--- config.mk ---
export PLATFORM = sky130hd
export DESIGN_NAME = ccss_clkgen
export DESIGN_NICKNAME = d
export VERILOG_FILES = /design/src/ccss_sync.sv /design/src/ccss_clkgen.sv
export SDC_FILE = /design/constraint.sdc
export NUM_CORES = 1
export LEC_CHECK = 0
export BUFFER_PORTS_ARGS = -buffer_cell sky130_fd_sc_hd__buf_2
export CAP_MARGIN = 20
export CORE_MARGIN = 2
export CORE_UTILIZATION = 57
export CTS_CLUSTER_SIZE = 25
export DETAILED_ROUTE_END_ITERATION = 7
export PLACE_DENSITY = 0.86
export SYNTH_ARGS = -nofsm -noshare
export SYNTH_HDL_FRONTEND = slang
export SYNTH_HIERARCHICAL = 1
export SYNTH_SLANG_ARGS = --single-unit
export TNS_END_PERCENT = 20
--- constraint.sdc ---
create_clock -name pclk -period 7.97 [get_ports pclk]
set_clock_uncertainty 0.2 [all_clocks]
set_input_delay 1.1955 -clock pclk [delete_from_list [all_inputs] [get_ports pclk]]
set_output_delay 1.1955 -clock pclk [all_outputs]
set_load 0.02 [all_outputs]
--- src/ccss_sync.sv ---
// Purpose: constants for the cpu clock start and switch block, and the
//          pin synchroniser with rising-edge detect
// Assumes: oscillator outputs arrive as slow levels, well below pclk / 4
// Notes:   one package and one leaf module
package ccss_pkg;
  localparam int          CCSS_AW           = 8;
  localparam logic [7:0]  CCSS_MCM_OFS      = 8'h00;
  localparam logic [7:0]  CCSS_RCM_OFS      = 8'h04;
  localparam logic [7:0]  CCSS_MOC_OFS      = 8'h08;
  localparam logic [7:0]  CCSS_STAB_TIME_SELECT_REG_OFS     = 8'h0c;
  localparam logic [7:0]  CCSS_STAB_TIME_STATUS_REG_OFS     = 8'h10;
  // field positions
  localparam int          CCSS_SEL_BIT      = 0;
  localparam int          CCSS_SRC_BIT      = 1;
  localparam int          CCSS_RSTOP_BIT    = 0;
  localparam int          CCSS_MSTOP_BIT    = 7;
  // values after reset
  localparam logic [2:0]  CCSS_STAB_TIME_SELECT_REG_RST     = 3'h5;
  localparam logic [4:0]  CCSS_STAB_TIME_STATUS_REG_RST     = 5'h00;
  // nominal internal oscillator rate, kHz
  localparam int          CCSS_INT_FREQ_KHZ = 240;
  // internal oscillator ticks held off after reset release
  localparam logic [4:0]  CCSS_POR_TICKS    = 5'h11;
  // stabilisation thresholds in high-speed periods
  localparam logic [16:0] CCSS_T11          = 17'h00800;
  localparam logic [16:0] CCSS_T13          = 17'h02000;
  localparam logic [16:0] CCSS_T14          = 17'h04000;
  localparam logic [16:0] CCSS_T15          = 17'h08000;
  localparam logic [16:0] CCSS_T16          = 17'h10000;
  // legal select codes
  localparam logic [2:0]  CCSS_SEL11        = 3'h1;
  localparam logic [2:0]  CCSS_SEL13        = 3'h2;
  localparam logic [2:0]  CCSS_SEL14        = 3'h3;
  localparam logic [2:0]  CCSS_SEL15        = 3'h4;
  localparam logic [2:0]  CCSS_SEL16        = 3'h5;
endpackage : ccss_pkg

`timescale 1ns/1ps
module ccss_sync (
  // clock and reset
  input  wire logic pclk,
  input  wire logic presetn,
  input  wire logic ce,
  // pin level and its edge
  input  wire logic d,
  output logic      rise
);
  logic s1_reg;
  logic s2_reg;
  logic s3_reg;
  logic stable_reg;

  always_ff @(posedge pclk or negedge presetn) begin
    if (!presetn) begin
      s1_reg     <= 1'b0;
      s2_reg     <= 1'b0;
      s3_reg     <= 1'b0;
      stable_reg <= 1'b0;
    end else if (ce) begin
      s1_reg <= d;
      s2_reg <= s1_reg;
      s3_reg <= s2_reg;
      if (s2_reg == s3_reg) begin
        stable_reg <= s3_reg;
      end
    end
  end

  // a rise counts once second and third agree high
  assign rise = ce && s2_reg && s3_reg && !stable_reg;
endmodule : ccss_sync

--- src/ccss_clkgen.sv ---
// Purpose: cpu clock start and switch control with apb registers
// Assumes: oscillators are analog, reported back as pin levels
// Notes:   cpu and prescaler clocks leave as one-pclk tick enables
// Functional notes
// RULE1 - internal oscillator starts at reset release and runs at 240 kHz as the start clock.
// RULE2 - a strap fixes the internal oscillator stoppable or not; stop requests act only if stoppable.
// RULE3 - the prescaler divides whichever oscillator currently drives the cpu.
// RULE4 - any reset clears the cpu clock select bit so the internal clock drives the cpu.
// RULE5 - the cpu gets no clock until 17 internal ticks after reset release.
// RULE6 - both oscillators stay stopped while reset is asserted.
// RULE7 - software selects the high-speed clock only after the status register shows it stable.
// RULE8 - a read-only bit shows which source currently drives the cpu.
// RULE9 - software stops the internal oscillator only when stoppable and source flag is 1.
// RULE10 - software stops the high-speed oscillator only when source flag is 0.
// RULE11 - on stop release on the high-speed clock the cpu waits the selected stabilisation time.
// RULE12 - on stop release on the internal clock software checks stability before switching.
// RULE13 - with the rc oscillator software may switch without checking stability.
// RULE14 - the select field resets to 05h and only codes 1 to 5 are legal.
// RULE15 - status clears on reset, stop entry or high-speed stop, and sets bits in order.
`timescale 1ns/1ps
module ccss_clkgen
  import ccss_pkg::*;
(
  // clock, reset, enable
  input  wire logic                  pclk,
  input  wire logic                  presetn,
  input  wire logic                  ce,
  // apb slave
  input  wire logic                  psel,
  input  wire logic                  penable,
  input  wire logic                  pwrite,
  input  wire logic [ccss_pkg::CCSS_AW-1:0] paddr,
  input  wire logic [31:0]           pwdata,
  output logic      [31:0]           prdata,
  output logic                       pready,
  output logic                       pslverr,
  // oscillator pins and straps
  input  wire logic                  int_osc_in,
  input  wire logic                  hs_osc_in,
  input  wire logic                  int_osc_stoppable,
  input  wire logic                  stop_mode,
  // clock control outputs
  output logic                       int_osc_en,
  output logic                       hs_osc_en,
  output logic                       cpu_clk_en,
  output logic                       presc_tick,
  output logic                       cpu_clock_source_flag
);
  import ccss_pkg::*;

  logic        int_rise;
  logic        hs_rise;
  logic        cpu_clock_select;
  logic        rstop_reg;
  logic        mstop_reg;
  logic [2:0]  stab_time_select_reg;
  logic [4:0]  stab_time_status_reg;
  logic [16:0] stab_cnt_reg;
  logic [4:0]  por_cnt_reg;
  logic        por_done;
  logic        strap_done_reg;
  logic        stoppable_reg;
  logic        stop_d_reg;
  logic        stab_wait_reg;
  logic [16:0] stab_limit;
  logic        stab_reached;
  logic        cpu_hold;
  logic        src_tick;
  logic        wr_en;
  logic        rd_en;
  logic        addr_ok;

  ccss_sync u_int_sync (
    .pclk    (pclk),
    .presetn (presetn),
    .ce      (ce),
    .d       (int_osc_in),
    .rise    (int_rise)
  );

  ccss_sync u_hs_sync (
    .pclk    (pclk),
    .presetn (presetn),
    .ce      (ce),
    .d       (hs_osc_in),
    .rise    (hs_rise)
  );

  // apb decode, zero wait, read data caught at setup
  assign addr_ok = (paddr == CCSS_MCM_OFS)  || (paddr == CCSS_RCM_OFS)
                || (paddr == CCSS_MOC_OFS)  || (paddr == CCSS_STAB_TIME_SELECT_REG_OFS)
                || (paddr == CCSS_STAB_TIME_STATUS_REG_OFS);
  assign pready  = 1'b1;
  assign pslverr = psel && penable && !addr_ok;
  assign wr_en   = ce && psel && penable && pwrite;
  assign rd_en   = ce && psel && !penable && !pwrite;

  always_ff @(posedge pclk or negedge presetn) begin
    if (!presetn) begin
      prdata <= 32'h0000_0000;
    end else if (rd_en) begin
      prdata <= 32'h0000_0000;
      unique case (paddr)
        CCSS_MCM_OFS: begin
          prdata[CCSS_SEL_BIT] <= cpu_clock_select;
          prdata[CCSS_SRC_BIT] <= cpu_clock_source_flag; // see RULE8
        end
        CCSS_RCM_OFS:  prdata[CCSS_RSTOP_BIT] <= rstop_reg;
        CCSS_MOC_OFS:  prdata[CCSS_MSTOP_BIT] <= mstop_reg;
        CCSS_STAB_TIME_SELECT_REG_OFS: prdata[2:0] <= stab_time_select_reg;
        CCSS_STAB_TIME_STATUS_REG_OFS: prdata[4:0] <= stab_time_status_reg;
        default:       prdata <= 32'h0000_0000;
      endcase
    end
  end

  // control registers
  always_ff @(posedge pclk or negedge presetn) begin
    if (!presetn) begin
      cpu_clock_select     <= 1'b0; // see RULE4
      rstop_reg            <= 1'b0;
      mstop_reg            <= 1'b0;
      stab_time_select_reg <= CCSS_STAB_TIME_SELECT_REG_RST; // see RULE14
    end else if (wr_en) begin
      if (paddr == CCSS_MCM_OFS) begin
        cpu_clock_select <= pwdata[CCSS_SEL_BIT];
      end
      if (paddr == CCSS_RCM_OFS) begin
        rstop_reg <= pwdata[CCSS_RSTOP_BIT];
      end
      if (paddr == CCSS_MOC_OFS) begin
        mstop_reg <= pwdata[CCSS_MSTOP_BIT];
      end
      // prohibited codes leave the field unchanged
      if ((paddr == CCSS_STAB_TIME_SELECT_REG_OFS) && (pwdata[2:0] >= CCSS_SEL11)
          && (pwdata[2:0] <= CCSS_SEL16)) begin
        stab_time_select_reg <= pwdata[2:0]; // see RULE14
      end
    end
  end

  // strap caught after reset release
  always_ff @(posedge pclk or negedge presetn) begin
    if (!presetn) begin
      strap_done_reg <= 1'b0;
      stoppable_reg  <= 1'b0;
    end else if (ce && !strap_done_reg) begin
      strap_done_reg <= 1'b1;
      stoppable_reg  <= int_osc_stoppable; // see RULE2
    end
  end

  // oscillator enables, off during reset
  always_ff @(posedge pclk or negedge presetn) begin
    if (!presetn) begin
      int_osc_en <= 1'b0; // see RULE6
      hs_osc_en  <= 1'b0; // see RULE6
    end else if (ce) begin
      int_osc_en <= !(stoppable_reg && rstop_reg && strap_done_reg); // see RULE1
      hs_osc_en  <= !mstop_reg && !stop_mode;
    end
  end

  // 17 internal ticks before the cpu runs
  always_ff @(posedge pclk or negedge presetn) begin
    if (!presetn) begin
      por_cnt_reg <= 5'h00;
    end else if (ce && int_rise && !por_done) begin
      por_cnt_reg <= por_cnt_reg + 5'h01; // see RULE5
    end
  end
  assign por_done = (por_cnt_reg == CCSS_POR_TICKS);

  // source flag follows select on a tick of the new source
  always_ff @(posedge pclk or negedge presetn) begin
    if (!presetn) begin
      cpu_clock_source_flag <= 1'b0;
    end else if (ce && (cpu_clock_select != cpu_clock_source_flag)) begin
      if (cpu_clock_select ? hs_rise : int_rise) begin
        cpu_clock_source_flag <= cpu_clock_select; // see RULE8
      end
    end
  end

  // stabilisation counter and stop tracking
  always_comb begin
    unique case (stab_time_select_reg)
      CCSS_SEL11: stab_limit = CCSS_T11;
      CCSS_SEL13: stab_limit = CCSS_T13;
      CCSS_SEL14: stab_limit = CCSS_T14;
      CCSS_SEL15: stab_limit = CCSS_T15;
      default:    stab_limit = CCSS_T16;
    endcase
  end
  assign stab_reached = (stab_cnt_reg >= stab_limit);

  always_ff @(posedge pclk or negedge presetn) begin
    if (!presetn) begin
      stab_cnt_reg  <= 17'h00000;
      stop_d_reg    <= 1'b0;
      stab_wait_reg <= 1'b0;
    end else if (ce) begin
      stop_d_reg <= stop_mode;
      if (stop_mode || mstop_reg) begin
        stab_cnt_reg <= 17'h00000; // see RULE15
      end else if (hs_rise && (stab_wait_reg ? !stab_reached
                                 : (stab_cnt_reg < CCSS_T16))) begin
        stab_cnt_reg <= stab_cnt_reg + 17'h00001;
      end
      if (stop_d_reg && !stop_mode) begin
        stab_wait_reg <= 1'b1; // count only to the selected time
      end else if (stop_mode) begin
        stab_wait_reg <= 1'b0;
      end
    end
  end

  // thermometer status, shortest threshold first
  always_ff @(posedge pclk or negedge presetn) begin
    if (!presetn) begin
      stab_time_status_reg <= CCSS_STAB_TIME_STATUS_REG_RST; // see RULE15
    end else if (ce) begin
      if (stop_mode || mstop_reg) begin
        stab_time_status_reg <= CCSS_STAB_TIME_STATUS_REG_RST; // see RULE15
      end else begin
        stab_time_status_reg <= {stab_cnt_reg >= CCSS_T11,
                                 stab_cnt_reg >= CCSS_T13,
                                 stab_cnt_reg >= CCSS_T14,
                                 stab_cnt_reg >= CCSS_T15,
                                 stab_cnt_reg >= CCSS_T16};
      end
    end
  end

  // cpu and prescaler ticks
  assign cpu_hold   = !por_done || stop_mode
                   || (stab_wait_reg && cpu_clock_source_flag
                       && !stab_reached); // see RULE11
  assign src_tick   = cpu_clock_source_flag ? hs_rise : int_rise; // see RULE3
  assign presc_tick = src_tick && !stop_mode && por_done;
  assign cpu_clk_en = src_tick && !cpu_hold; // see RULE5
endmodule : ccss_clkgen

==> flow_metrics.tcl <==
set metrics [dict create \
    final-setup-viol-count 0 \
    clock-root-buffer "clkbuf_8" \
    min-delay-start "stoppable_reg$_DFFE_PN0P_" \
    coreArea_mm2 0.00547 \
    grt_overflow_total 0 \
    power_density_mw_per_mm2 176 \
    numPortBuffers 33 \
    avgSynthCellArea_um2 9.47 \
    n_antenna_cell 0 \
    dp_hpwl_um 4870 \
    synth_top_area_frac 0.407 \
    synth_edf_count 0 \
    fin_util 0.626 \
    synth_area_leader_cell "dfrtp_1" \
    cp.required_ns 6.57 \
    drc 0 \
    cp.arrival_ns 2.98 \
    cts_num_sinks 54 \
    nets 429 \
    ir_worst_vdd_uv 105 \
    place.gp.congestion 0.941 \
    wl_um 6810 \
    min_path_type "flop to flop" \
    die_area_mm2 0.00623 \
    ant_nets 0 \
    slew_violations 0 \
    rsz0062_at_grt "false" \
    wl_per_cell_um 15.4 \
    antenna_found_initial 0 \
    std_cell_rows 27 \
    async_reset_ff_frac 1.00 \
    ys_ff_latch 54 \
    postCtsSetupBuffers 0 \
    ctsHoldBuffers 0 \
    grt_pass1_vias 2511 \
    tightest_slew_ns 0.926 \
    crit_slowest_cell "buf_2" \
    avgViaCountPerCell 5.84 \
    cp-startpoint "ce" \
    grt_usage 0.234 \
    hold_violations 0 \
    fmax_mhz 229 \
    die_w_um 78.9 \
    syn_area_mm2 0.00320 \
    cts_max_level 2 \
    syn_to_final_growth_pct 7.00 \
    ys_types 59 \
    tns_ns 0 \
    path_max_fanout 40 \
    multi_input_area_mm2 0.00160 \
    drt_first_pass_iters 5 \
    cts_tree "built" \
    startpoint_type "input port" \
    run_status "complete, no violations" \
    path_delay_family "simple AND/OR/NAND/NOR gates" \
    clk_pin_slew_ns 0.11 \
    finalCriticalPeriod_ns 4.38 \
    synthCells 338 \
    cts_buffer_depth 2 \
    leakagePower_uw 0.00151 \
    seq_area_frac_synth 0.423 \
    path_cells "buf_2 > nand2_1 > nor3_1 > mux2i_1 > nor3_1 > o31a_1 > buf_2" \
    largest_register_ffs 17 \
    grt_pass1_wl_um 11600 \
    die_h_um 78.9 \
    critical_path_class "input port to output port" \
    grt_max_degree 55 \
    cts_inserted_buffers 5 \
    nFillCells 460 \
    yosysWarnings 6 \
    drive_gt1_frac 0.199 \
    ys_top_cells_by_area "dfrtp_1 41%, buf_4 6.3%, mux2_2 4.9%" \
    drv_cap 0 \
    ioPinCount 89 \
    worstSetupEndpointType "output port" \
    regArea_mm2 0.00135 \
    slew_headroom 0.381 \
    slowest_delay_ns 0.48 \
    drt_iter0_drc 197 \
    cp_num_buf_inv 2 \
    synth_flop_cell "dfrtp_1" \
    post_cts_resized 0 \
    fin_crit_sh 0.549 \
    vias 2585 \
    rr_startpoint "stab_time_select_reg[0]$_DFFE_PN1P_" \
    clk_latency_ns 0.32 \
    initial_core_util 0.585 \
]
[cells by family (layout without fill, tap and decap cells)]
group,count (synthesis),in the layout,synth area share
muxes,19,19,0.0649
xor gates and xnor gates,5,5,0.0137
other,2,27,0.00235
buffers and inverters,60,68,0.107
and+or+nand+nor,120,120,0.207
DFF,54,54,0.423
adders and majority gates,9,9,0.0352
AOI/OAI and AO/OA,69,69,0.147
[metrics by stage]
step	std cells	setup WS [ns]	power [uW]	area [um2]	hold WS, ns
final	443	3.59	604	3420	0.305
after global routing	443	3.39	639	3420	0.324
after CTS	441	3.63	606	3410	0.310
after detailed placement	433	3.38	444	3310	0.290
after global placement	433	3.40	437	3310	0.264
after floorplan	363	4.05	417	3290	0.245
[power by group]
group / internal, uW / switching, uW / total, uW
Clock: 65.3 / 97.9 / 163
Sequential: 301 / 24.1 / 325
Combinational: 44.3 / 71.5 / 116
[cell type report]
type                       instances  share of cell area
clock buffer                       5              0.0201
clock inverter                     3             0.00841
inverter                          22              0.0241
multi-input combinational        249               0.466
sequential                        54               0.395
tap                               72              0.0263
timing repair buffer              38              0.0592
[worst reg2reg max path: stages (launching register included)]
cell and delay (ns):
dfstp_2 0.58, nor3b_1 0.28, ha_1 0.17, or4b_1 0.44, nor4_2 0.33, or4_1 0.46, nand2_1 0.26, a31oi_1 0.25
[cells in the final DEF, fill, tap and decap left out, drive strengths merged, types with 5 or more instances in the layout]
master	instances
nor4	5
ha	9
o21ai	13
buf	38
inv	23
nand3	16
and2	5
nor2	16
nand2	28
o22ai	9
mux2	14
mux2i	5
dfrtp	52
nand4	14
o211ai	6
conb	27
clkbuf	5
a21oi	14
nor3	9
[worst paths after layout]
check                      slack (ns)  cells after the start                           to
min in group asynchronous        0.77                      2   strap_done_reg$_DFFE_PN0P_
max in group asynchronous        6.35                      2  stab_cnt_reg[6]$_DFFE_PN0P_
min                              0.31                      1       int_osc_en$_DFFE_PN0P_
max reg2reg                      4.91                      7  stab_cnt_reg[9]$_DFFE_PN0P_
max                              3.59                      7                   cpu_clk_en
min reg2reg                      0.31                      1       int_osc_en$_DFFE_PN0P_
[cell usage after synthesis (2+ instances only)]
library cell and instances:
dfrtp_1 52, nand2_1 28, buf_4 27, inv_1 22, nor2_1 16, nand3_1 15, a21oi_1 14, mux2_2 14
nand4_1 14, o21ai_0 12, ha_1 9, nor3_1 9, o22ai_1 8, clkbuf_1 7, o211ai_1 6, and2_1 5
mux2i_1 5, nand2b_1 4, or3_1 4, xnor2_1 4, a21o_1 3, a22oi_1 3, a2bb2oi_1 3, a31oi_1 3
a41oi_1 3, nor4_1 3, or2_2 3, or4_1 3, a21boi_1 2, a22o_1 2, buf_6 2, conb_1 2
dfstp_2 2, nand3b_1 2, nor4_2 2, or4b_1 2
[routing by layer]
| layer | global-route usage | up-vias | routed length (um) |
|---|---|---|---|
| met1 | 0.300 | 1226 | 2910 |
| met4 | 0.100 | 0 | 93 |
| met3 | 0.0443 | 11 | 442 |
| met2 | 0.391 | 105 | 3370 |
| met5 | 0 | - | 0 |
| li1 | - | 1243 | - |
Power figures use the tool's default switching activity.
